File: src/design/ccr_pkg.sv
/*
 * ccr_pkg: offsets, field positions, reset values, codes and timing for the converter control register bank.
 * assumes a single 200 MHz system clock and a plain byte-wide register port.
 */
package ccr_pkg;

	// register offsets
	localparam logic [7:0] CCR_OFF_BIAS  = 8'h1d;
	localparam logic [7:0] CCR_OFF_RESET = 8'h1e;
	localparam logic [7:0] CCR_OFF_GAIN  = 8'h1f;
	localparam logic [7:0] CCR_OFF_DIVA  = 8'h21;
	localparam logic [7:0] CCR_OFF_DIVB  = 8'h22;
	localparam logic [7:0] CCR_OFF_STAT  = 8'h23; // read-only divider state

	// reset values
	localparam logic [7:0] CCR_RST_BIAS  = 8'h00;
	localparam logic [7:0] CCR_RST_RESET = 8'h00;
	localparam logic [7:0] CCR_RST_GAIN  = 8'h00;
	localparam logic [7:0] CCR_RST_DIVA  = 8'h05;
	localparam logic [7:0] CCR_RST_DIVB  = 8'h00;

	// field positions
	localparam int CCR_BIAS1_LSB = 0;
	localparam int CCR_BIAS2_LSB = 2;
	localparam int CCR_ADCRST_LSB = 0;
	localparam int CCR_DACRST_LSB = 4;

	// bias codes, decoded level
	localparam logic [1:0] CCR_BIAS_CODE_DEF = 2'h0;
	localparam logic [1:0] CCR_BIAS_CODE_HI  = 2'h1;
	typedef enum logic [1:0] {
		CCR_BIAS_DEFAULT = 2'h0,
		CCR_BIAS_125     = 2'h1,
		CCR_BIAS_75      = 2'h2
	} ccr_bias_t;

	// sinc gain codes, decoded gain
	localparam logic [1:0] CCR_GAIN_CODE_30 = 2'h1;
	localparam logic [1:0] CCR_GAIN_CODE_60 = 2'h2;
	typedef enum logic [1:0] {
		CCR_GAIN_0DB  = 2'h0,
		CCR_GAIN_30DB = 2'h1,
		CCR_GAIN_60DB = 2'h2
	} ccr_gain_t;

	// timing: base reference rates, derived as enables from the system clock
	localparam int CCR_CLK_KHZ    = 200000;
	localparam int CCR_BASEA_KHZ  = 6144;
	localparam int CCR_BASEB_KHZ  = 512;
	// tick period in clocks; rate error is inherent since 200 MHz is not a multiple
	localparam int CCR_TICKA_CYC  = CCR_CLK_KHZ / CCR_BASEA_KHZ;
	localparam int CCR_TICKB_CYC  = CCR_CLK_KHZ / CCR_BASEB_KHZ;
	// half base periods pace the output toggles, so one output period is divider+1 base periods
	localparam int CCR_HALFA_CYC  = CCR_TICKA_CYC / 2;
	localparam int CCR_HALFB_CYC  = CCR_TICKB_CYC / 2;

	// bus request carrier
	typedef struct packed {
		logic [7:0] addr;
		logic [7:0] wdata;
		logic       wr;
		logic       rd;
	} ccr_req_t;

	// analog control carrier
	typedef struct packed {
		ccr_bias_t [1:0] dac_bias;
		logic [3:0]      adc_reset;
		logic [3:0]      dac_reset;
		ccr_gain_t [3:0] sinc_gain;
	} ccr_ctl_t;

endpackage

File: src/design/ccr_regs.sv
/*
 * ccr_regs: converter control register bank with bias, channel reset, sinc gain and two aux clock dividers.
 * assumes synchronous inputs on clk, one-cycle strobes, read data valid the cycle after the read strobe.
 */
// Decided for this implementation: the strobed register port.
// Overview of operation
// - bits 1:0 of the bias register set dac channel 1 bias: 00 default, 01 at 125 percent, 10 or 11 at 75 percent.
// - bits 3:2 of the bias register set dac channel 2 bias with the same coding.
// - reset register bits 0 to 3 hold adc channels 1 to 4 in reset while one.
// - reset register bits 4 to 7 hold dac channels 1 to 4 in reset while one.
// - the gain register gives each adc channel two bits: 00 0 dB, 01 +30 dB, 10 +60 dB, 11 0 dB.
// - aux clock a runs at 6.144 MHz over the divider value plus one, divider resetting to 00000101.
// - aux clock b runs at 512 kHz over the divider value plus one, divider resetting to zero.
`timescale 1ns/100ps
module ccr_regs
	import ccr_pkg::*;
(
	input  wire logic       clk,
	input  wire logic       rst,
	input  wire ccr_req_t   req,
	output logic [7:0]      rdata,
	output ccr_ctl_t        ctl,
	output logic            aux_clock_out_a,
	output logic            aux_clock_out_b
);

	logic [7:0] bias_reg, reset_reg, gain_reg, diva_reg, divb_reg;
	logic [7:0] cnta_reg, cntb_reg;
	logic [7:0] ticka_reg, tickb_reg;
	logic       ena, enb;

	// register writes; reset bits never clear on their own
	always_ff @(posedge clk or posedge rst) begin
		if (rst) begin
			bias_reg  <= CCR_RST_BIAS;
			reset_reg <= CCR_RST_RESET;
			gain_reg  <= CCR_RST_GAIN;
			diva_reg  <= CCR_RST_DIVA;
			divb_reg  <= CCR_RST_DIVB;
		end else if (req.wr) begin
			unique case (req.addr)
				CCR_OFF_BIAS:  bias_reg  <= req.wdata;
				CCR_OFF_RESET: reset_reg <= req.wdata;
				CCR_OFF_GAIN:  gain_reg  <= req.wdata;
				CCR_OFF_DIVA:  diva_reg  <= req.wdata;
				CCR_OFF_DIVB:  divb_reg  <= req.wdata;
				default: ; // unmapped writes are dropped
			endcase
		end
	end

	// read data one cycle after the strobe, zero when idle or unmapped
	always_ff @(posedge clk or posedge rst) begin
		if (rst) begin
			rdata <= 8'h00;
		end else if (req.rd) begin
			unique case (req.addr)
				CCR_OFF_BIAS:  rdata <= bias_reg;
				CCR_OFF_RESET: rdata <= reset_reg;
				CCR_OFF_GAIN:  rdata <= gain_reg;
				CCR_OFF_DIVA:  rdata <= diva_reg;
				CCR_OFF_DIVB:  rdata <= divb_reg;
				CCR_OFF_STAT:  rdata <= {6'h00, aux_clock_out_b, aux_clock_out_a};
				default:       rdata <= 8'h00;
			endcase
		end else begin
			rdata <= 8'h00;
		end
	end

	// decode of the analog controls, registered so outputs come from flops
	function automatic ccr_bias_t bias_dec(input logic [1:0] c);
		if (c == CCR_BIAS_CODE_DEF)
			return CCR_BIAS_DEFAULT;
		else if (c == CCR_BIAS_CODE_HI)
			return CCR_BIAS_125;
		else
			return CCR_BIAS_75; // 10 and 11 both give the low level
	endfunction

	function automatic ccr_gain_t gain_dec(input logic [1:0] c);
		if (c == CCR_GAIN_CODE_30)
			return CCR_GAIN_30DB;
		else if (c == CCR_GAIN_CODE_60)
			return CCR_GAIN_60DB;
		else
			return CCR_GAIN_0DB; // 11 folds back to 0 dB
	endfunction

	always_ff @(posedge clk or posedge rst) begin
		if (rst) begin
			ctl <= '0;
		end else begin
			ctl.dac_bias[0] <= bias_dec(bias_reg[CCR_BIAS1_LSB +: 2]);
			ctl.dac_bias[1] <= bias_dec(bias_reg[CCR_BIAS2_LSB +: 2]);
			ctl.adc_reset   <= reset_reg[CCR_ADCRST_LSB +: 4];
			ctl.dac_reset   <= reset_reg[CCR_DACRST_LSB +: 4];
			for (int i = 0; i < 4; i++) begin
				ctl.sinc_gain[i] <= gain_dec(gain_reg[2*i +: 2]);
			end
		end
	end

	// half-period enables of each base rate; both stay below 256 clocks so eight-bit counters suffice
	// a dedicated reference clock would remove the rate error that the integer division leaves
	always_ff @(posedge clk or posedge rst) begin
		if (rst) begin
			ticka_reg <= 8'h00;
			tickb_reg <= 8'h00;
		end else begin
			ticka_reg <= ena ? 8'h00 : ticka_reg + 8'h01;
			tickb_reg <= enb ? 8'h00 : tickb_reg + 8'h01;
		end
	end
	assign ena = (ticka_reg == 8'(CCR_HALFA_CYC - 1));
	assign enb = (tickb_reg == 8'(CCR_HALFB_CYC - 1));

	// output toggles every divider+1 half base periods: base rate over divider+1 at 50 percent duty
	always_ff @(posedge clk or posedge rst) begin
		if (rst) begin
			cnta_reg        <= 8'h00;
			aux_clock_out_a <= 1'b0;
		end else if (ena) begin
			if (cnta_reg >= diva_reg) begin
				cnta_reg        <= 8'h00;
				aux_clock_out_a <= ~aux_clock_out_a;
			end else begin
				cnta_reg <= cnta_reg + 8'h01;
			end
		end
	end

	always_ff @(posedge clk or posedge rst) begin
		if (rst) begin
			cntb_reg        <= 8'h00;
			aux_clock_out_b <= 1'b0;
		end else if (enb) begin
			if (cntb_reg >= divb_reg) begin
				cntb_reg        <= 8'h00;
				aux_clock_out_b <= ~aux_clock_out_b;
			end else begin
				cntb_reg <= cntb_reg + 8'h01;
			end
		end
	end

	// assertions
	reset_hold_a: assert property (@(posedge clk) disable iff (rst)
		!(req.wr && req.addr == CCR_OFF_RESET) |=> reset_reg == $past(reset_reg))
		else $error("reset bits changed without a write");
	adc_reset_a: assert property (@(posedge clk) disable iff (rst)
		ctl.adc_reset == $past(reset_reg[3:0]))
		else $error("adc reset output does not follow register");
	dac_reset_a: assert property (@(posedge clk) disable iff (rst)
		ctl.dac_reset == $past(reset_reg[7:4]))
		else $error("dac reset output does not follow register");
	bias_one_a: assert property (@(posedge clk) disable iff (rst)
		bias_reg[1] |=> ctl.dac_bias[0] == CCR_BIAS_75)
		else $error("dac1 bias high codes not 75 percent");
	bias_two_a: assert property (@(posedge clk) disable iff (rst)
		bias_reg[3:2] == 2'h1 ##1 bias_reg[3:2] == 2'h1 |-> ctl.dac_bias[1] == CCR_BIAS_125)
		else $error("dac2 bias code 01 not 125 percent");
	gain_fold_a: assert property (@(posedge clk) disable iff (rst)
		gain_reg[7:6] == 2'h3 ##1 gain_reg[7:6] == 2'h3 |-> ctl.sinc_gain[3] == CCR_GAIN_0DB)
		else $error("gain code 11 not 0 dB");
	clka_rate_a: assert property (@(posedge clk) disable iff (rst)
		$changed(aux_clock_out_a) |-> $past(ena) && ($past(cnta_reg) >= $past(diva_reg)))
		else $error("aux clock a toggled off its count");
	clkb_rate_a: assert property (@(posedge clk) disable iff (rst)
		enb && divb_reg == 8'h00 && cntb_reg == 8'h00 |=> $changed(aux_clock_out_b))
		else $error("aux clock b with zero divider missed a toggle");
	read_zero_a: assert property (@(posedge clk) disable iff (rst)
		!req.rd |=> rdata == 8'h00)
		else $error("read data not zero outside read cycle");

	// read-back: the byte returned one cycle after the strobe is the register as it stood at the strobe
	read_bias_a: assert property (@(posedge clk) disable iff (rst)
		req.rd && req.addr == CCR_OFF_BIAS |=> rdata == $past(bias_reg))
		else $error("bias register read back wrong");
	read_chan_a: assert property (@(posedge clk) disable iff (rst)
		req.rd && req.addr == CCR_OFF_RESET |=> rdata == $past(reset_reg))
		else $error("channel reset register read back wrong");
	read_gain_a: assert property (@(posedge clk) disable iff (rst)
		req.rd && req.addr == CCR_OFF_GAIN |=> rdata == $past(gain_reg))
		else $error("gain register read back wrong");
	read_diva_a: assert property (@(posedge clk) disable iff (rst)
		req.rd && req.addr == CCR_OFF_DIVA |=> rdata == $past(diva_reg))
		else $error("divider a read back wrong");
	read_divb_a: assert property (@(posedge clk) disable iff (rst)
		req.rd && req.addr == CCR_OFF_DIVB |=> rdata == $past(divb_reg))
		else $error("divider b read back wrong");
	read_stat_a: assert property (@(posedge clk) disable iff (rst)
		req.rd && req.addr == CCR_OFF_STAT |=> rdata == {6'h00, $past(aux_clock_out_b), $past(aux_clock_out_a)})
		else $error("status read back wrong");

	// writes land in one cycle; a divider only moves when software writes it
	write_bias_a: assert property (@(posedge clk) disable iff (rst)
		req.wr && req.addr == CCR_OFF_BIAS |=> bias_reg == $past(req.wdata))
		else $error("bias write did not land");
	diva_hold_a: assert property (@(posedge clk) disable iff (rst)
		!(req.wr && req.addr == CCR_OFF_DIVA) |=> diva_reg == $past(diva_reg))
		else $error("divider a changed without a write");

	// remaining decode codes, one cycle behind the register
	bias_mid_a: assert property (@(posedge clk) disable iff (rst)
		bias_reg[1:0] == 2'h1 |=> ctl.dac_bias[0] == CCR_BIAS_125)
		else $error("dac1 bias code 01 not 125 percent");
	bias_def_a: assert property (@(posedge clk) disable iff (rst)
		bias_reg[3:2] == 2'h0 |=> ctl.dac_bias[1] == CCR_BIAS_DEFAULT)
		else $error("dac2 bias code 00 not default");
	gain_thirty_a: assert property (@(posedge clk) disable iff (rst)
		gain_reg[1:0] == 2'h1 |=> ctl.sinc_gain[0] == CCR_GAIN_30DB)
		else $error("gain code 01 not +30 dB");
	gain_sixty_a: assert property (@(posedge clk) disable iff (rst)
		gain_reg[3:2] == 2'h2 |=> ctl.sinc_gain[1] == CCR_GAIN_60DB)
		else $error("gain code 10 not +60 dB");
	gain_zero_a: assert property (@(posedge clk) disable iff (rst)
		gain_reg[5:4] == 2'h0 |=> ctl.sinc_gain[2] == CCR_GAIN_0DB)
		else $error("gain code 00 not 0 dB");

	reset_set_c: cover property (@(posedge clk) disable iff (rst) ctl.adc_reset == 4'hf);
	clka_tog_c:  cover property (@(posedge clk) disable iff (rst) $rose(aux_clock_out_a));
	clkb_tog_c:  cover property (@(posedge clk) disable iff (rst) $rose(aux_clock_out_b));
	gain60_c:    cover property (@(posedge clk) disable iff (rst) ctl.sinc_gain[0] == CCR_GAIN_60DB);
	bias125_c:   cover property (@(posedge clk) disable iff (rst) ctl.dac_bias[1] == CCR_BIAS_125);

endmodule

File: config.mk
export PLATFORM = sky130hd
export DESIGN_NAME = ccr_regs
export DESIGN_NICKNAME = d
export VERILOG_FILES = /design/src/design/ccr_pkg.sv /design/src/design/ccr_regs.sv
export SDC_FILE = /design/constraint.sdc
export NUM_CORES = 1
export LEC_CHECK = 0
export BUFFER_PORTS_ARGS = -buffer_cell sky130_fd_sc_hd__buf_4
export CAP_MARGIN = 5
export CORE_MARGIN = 4
export CORE_UTILIZATION = 55
export CTS_CLUSTER_SIZE = 16
export DETAILED_ROUTE_END_ITERATION = 8
export HOLD_SLACK_MARGIN = 0.05
export PLACE_DENSITY_LB_ADDON = 0.2
export SYNTH_ARGS = -nofsm -noshare
export SYNTH_HDL_FRONTEND = slang
export SYNTH_SLANG_ARGS = --single-unit
export TNS_END_PERCENT = 50
File: constraint.sdc
create_clock -name clk -period 4.6 [get_ports clk]
set_clock_uncertainty 0.15 [all_clocks]
set_input_delay 0.92 -clock clk [delete_from_list [all_inputs] [get_ports clk]]
set_output_delay 0.92 -clock clk [all_outputs]
set_load 0.05 [all_outputs]
# After elaboration in Yosys (flattened, before gate mapping)
# Index checks and enable logic that the tools add are counted.
# Widths: inputs -> output; s select.
[word_totals]
register_bits = 102
input_bits = 20
output_inout_bits = 30
wordCells = 73
[op_classes]
addsub = 4
order_cmp = 2
n_eq_ne = 18
mux = 18
bitwise = 2
reduce_logical = 9
[ops]
columns = ["op", "count"]
rows = [
  ["$pmux 8 s6", 1],
  ["$mux 8", 5],
  ["$add 8x1->8 const B", 4],
  ["$eq 8x5->1 const B", 3],
  ["$eq 8x6->1 const B", 3],
  ["$mux 2", 12],
  ["$ge 8x8->1", 2],
  ["$reduce_and 2->1", 7],
  ["$eq 2x1->1 const B", 6],
  ["$eq 2x2->1 const B", 4],
  ["$eq 8x4->1 const B", 1],
  ["$eq 8x8->1 const B", 1],
  ["$logic_not 2->1", 2],
  ["$not 1->1", 2],
]

# Depth between registers and ports, before layout
[logic_depth]
ltp_word = 3
depth_mapped = 8
depth_no_buf = 7

# Worst setup path after synthesis
# No wires, ideal clock.
[synth_timing]
path_kind = "input to register"
startpoint = "in req[14] in the netlist's numbering"
endpoint = "reg divb_reg[0]"
setup_ns = 0.125
arrival_ns = 2.176
t_required_ns = 4.325
path_slack_ns = 2.149
cell_stages = 5
n_path_buf = 1
path_cell_list = "or4b_4 > nor3_4 > buf_6 > nand3_4 > mux2_2"
[synth_between]
elab_chain_len = 2
[synth_lines]
columns = ["element", "line", "rtl"]
rows = [
  ["start: declaration", "ccr_regs.sv:20", "input wire ccr_req_t req,"],
  ["$eq 8x6->1", "ccr_regs.sv:41", "unique case (req.addr)"],
  ["$reduce_and 2->1 (no source line)", "--", ""],
  ["end signal: assignment", "ccr_regs.sv:46", "CCR_OFF_DIVB: divb_reg <= req.wdata;"],
  ["end: declaration", "ccr_regs.sv:27", "logic [7:0] bias_reg, reset_reg, gain_reg, diva_reg, divb_reg;"],
]
# No other way between the ends.
# A chain may end at the register's enable or synchronous reset.

# Worst setup path in the final report
[layout_timing]
startpoint = "in req[14] in the netlist's numbering"
endpoint = "reg diva_reg[1]"
[layout_between]
elab_chain_len = 2
[layout_lines]
columns = ["element", "line", "rtl"]
rows = [
  ["$eq 8x6->1", "ccr_regs.sv:41", ""],
  ["$reduce_and 2->1 (no source line)", "--", ""],
  ["end signal: assignment", "ccr_regs.sv:45", "CCR_OFF_DIVA: diva_reg <= req.wdata;"],
  ["end: declaration", "ccr_regs.sv:27", ""],
]
# No other way between the ends.

==> run summary <==
=====================================================================================================
Class of the worst hold path                                                             flip-flop to flip-flop
Synthesized area                                                                            4700 um^2
Maximum capacitance violations                                                                      0
Initial Utilization                                                                             56.9%
Die area                                                                                   10100 um^2
Endpoint of the most critical register-to-register path                                   cnta_reg[0]
Routed length per placed instance                                                             16.5 um
Crit. End Element                                                                           flip-flop
Fraction of the mapped netlist area in compound gates                                           10.5%
CTS Buf Count                                                                                       9
Most frequent cells in the layout                                                        100 x dfrtp_1, 51 x buf_4, 41 x mux2_2
Part of the cycle the worst path needs                                                          64.9%
Cells traversed along the worst timing path                                              buf_4 -> or4b_4 -> nor3_4 -> nand4b_2 -> mux2_2
Cell taking the most area after synthesis                                                     dfrtp_1
Final weighted congestion in routability-driven placement                                       0.873
Share of flip-flops with an asynchronous set or reset after synthesis                            100%
Worst slack on hold paths                                                                    0.267 ns
WS Path Type                                                                             primary input to flip-flop
Total number of vias                                                                             3181
Portion of the post-synthesis area used by sequential elements                                  54.4%
Static leakage                                                                                2.58 nW
Worst Max-Slew Pin Slew                                                                       1.07 ns
Distinct cell type count of the synthesized netlist                                                52
Internal power                                                                                1.25 mW
Buffer type at the clock tree root                                                           clkbuf_8
Worst slack at placement                                                                      1.26 ns
Cell with the biggest individual delay on the critical path                                    nor3_4
Buf/Inv on CP                                                                                       1
Sink Count                                                                                        102
Total power divided by cell area                                                          316 nW/um^2
Yosys warning count                                                                                 0
Clock tree from TritonCTS                                                                       built
Cell types with the largest area share after synthesis                                   dfrtp_1 53%, mux2_2 9.8%, ha_1 5.6%
Final standard cell area without fillers                                                    5340 um^2
PortBufs                                                                                           49
Worst max-slew margin expressed relative to the limit                                           28.2%
Net count of the finished layout                                                                  486
Setup total negative slack                                                                       0 ns
Top_reg_cell synth                                                                            dfrtp_1
Post-synthesis share of cell area spent on full adders, half adders and majority gates          5.59%
Setup repair after global routing missed its margin                                             false
Area of the multi-input gates                                                               2000 um^2
Final Max Slew Viols                                                                                0
Count of flip-flops with a built-in enable after synthesis                                          0
Proportion of synthesized area in mux cells                                                     10.5%
Total I/O pin count                                                                                50
Share of the synthesized netlist area taken by xor and xnor gates                               2.24%
Count of cell instances traversed by the critical path                                              5
Die Ht                                                                                         100 um
Overall fraction of global-route tracks in use                                                  19.8%
Insertion delay to the later sink of the worst-skew pair                                      0.36 ns
# fillers                                                                                         659
Detailed-route wire length                                                                    9160 um
Origin of the worst min-delay path                                                       reset_reg[6]
Post-synthesis register bit count                                                                 102
DRC violations left                                                                                 0
Register area                                                                               2550 um^2
Initial DRC Count                                                                                 136
Post-CTS Hold Buffers                                                                               0
Antenna violation net count after detailed routing                                                  0
Most frequent standard cell in the layout excluding fill and tap cells                        dfrtp_1
Number of global-route vias before repair                                                        3224
Critical path launch point type                                                          primary input
Reported net switching power                                                                 0.440 mW
Count of final setup violators                                                                      0
CP max stage delay                                                                            0.70 ns
Post-CTS repair timing setup buffer count                                                           0
Hold Path Cell Cnt                                                                                  0
Worst supply voltage drop on vdd                                                             0.173 mV
Post-synthesis share of cell area spent on and, or, nand and nor gates                          13.7%
Detailed placement HPWL                                                                       6570 um
Highest fanout seen on the critical path                                                           21
Data required time of the worst path                                                          4.69 ns
Core outline area                                                                           8260 um^2
Min Tclk post-route                                                                           2.99 ns
WP data arrival                                                                               3.08 ns
Largest register by flop count                                                                    ctl
Clock network fraction of design power                                                          32.5%
Overall die width                                                                              100 um
Status                                                                                      completed
Largest family of logic cells by synthesized area                                        simple AND/OR/NAND/NOR gates
Antenna cell count                                                                                  0
R2R setup slack                                                                               2.01 ns
Standard cell area after detailed placement                                                 5150 um^2
Count of cells resized by post-cts repair                                                           0
Register share of total power                                                                   56.7%
Worst Hold End                                                                                ctl[10]
Flip-flop count of the largest register, all copies and words added                                20
Critical Path Start                                                                           req[14]
Clock slew at reported path FFs                                                               0.09 ns
Post-route worst setup slack                                                                  1.61 ns
Sw frac                                                                                         26.1%
Share of the synthesized area in the top cell type                                              53.3%
Post-Synthesis Net Count                                                                          438
Achievable Freq                                                                               335 MHz
Worst r2r path cells                                                                                7
Total global routing overflow                                                                       0
First drt pass iteration count                                                                      4
Maximum clock insertion buffer count                                                                2
Relative area change from synthesis to final layout                                             13.6%
Avg Inst Size Synth                                                                         11.8 um^2
Std-Cell Rows                                                                                      33
Gate count of the mapped netlist                                                                  397
Largest net degree at the start of global routing                                                  82
Vias per std cell                                                                                5.73
Wire length of the first global-routing pass                                                 15600 um
Combinational share of power                                                                    10.9%
Delay-heaviest family, CP                                                                simple AND/OR/NAND/NOR gates
Start of the worst register-to-register path                                              diva_reg[2]
Share of post-route cells with drive strength above 1                                           26.7%
Antenna violations before repair                                                                    0
Hold Vio Cnt, Final                                                                                 0
Depth of the CTS H-tree                                                                             3
=====================================================================================================
metrics by stage:
stage | utilization [%] | instances | power [mW]
after global routing | 64.6 | 555 | 1.77
after global placement | 62.3 | 539 | 1.15
after detailed placement | 62.3 | 539 | 1.16
after floorplan | - | 397 | 1.09
after CTS | 64.6 | 555 | 1.71
final | 64.6 | 555 | 1.69
synth_stat cells (all sizes together), types with 4 or more instances:
cell type and count:
a22o 6, a22oi 15, and3 8, buf 5
clkbuf 9, dfrtp 100, ha 21, inv 21
mux2 41, nand2 24, nand3 15, nand4 8
nor2 18, nor2b 17, nor3 5, o211ai 4
o21ai 21, o2bb2ai 5, or3 5, xnor2 7
xor2 5
how the worst max path moves through the flow:
stage	end	slack [ns]
global route	diva_reg[1]	1.50
CTS	diva_reg[1]	1.66
floorplan	aux_clock_out_a	0.86
global placement	diva_reg[3]	1.31
detailed placement	diva_reg[1]	1.26
finish	diva_reg[1]	1.61
layout make-up:
class | instances | area share, %
Sequential cell | 102 | 47.9
Multi-Input combinational cell | 260 | 37.4
Timing Repair Buffer | 51 | 7.17
Tap cell | 105 | 2.46
Clock buffer | 10 | 2.39
Inverter | 21 | 1.52
Clock inverter | 6 | 1.15
per-layer routing:
layer,vias to the layer above,wire length (um),global-route usage [%]
li1,1522,-,-
met1,1571,3960,25.3
met2,77,4520,33.0
met3,11,525,5.00
met4,0,151,6.53
met5,-,0,0
worst reg2reg max path: cells and delay by family (launching register included):
kind | cells | cell delay (ns)
AOI/OAI and AO/OA | 2 | 0.98
DFF | 1 | 0.55
muxes | 1 | 0.32
adders and majority gates | 1 | 0.27
and+or+nand+nor | 2 | 0.19
buffers and inverters | 1 | 0.05
cell families after synthesis:
family | Yosys count
adders and majority gates | 21
buffers and inverters | 35
DFF | 102
and+or+nand+nor | 114
xor gates and xnor gates | 12
muxes | 44
AOI/OAI and AO/OA | 69
power by group through the flow:
stage | registers [mW] | logic [mW] | clock network (mW)
after CTS | 0.955 | 0.187 | 0.568
after floorplan | 1.01 | 0.0775 | 0
after detailed placement | 0.973 | 0.185 | 0
final | 0.955 | 0.183 | 0.547
after global routing | 0.960 | 0.201 | 0.605
after global placement | 0.972 | 0.182 | 0
(Power assumes the default switching activity.)
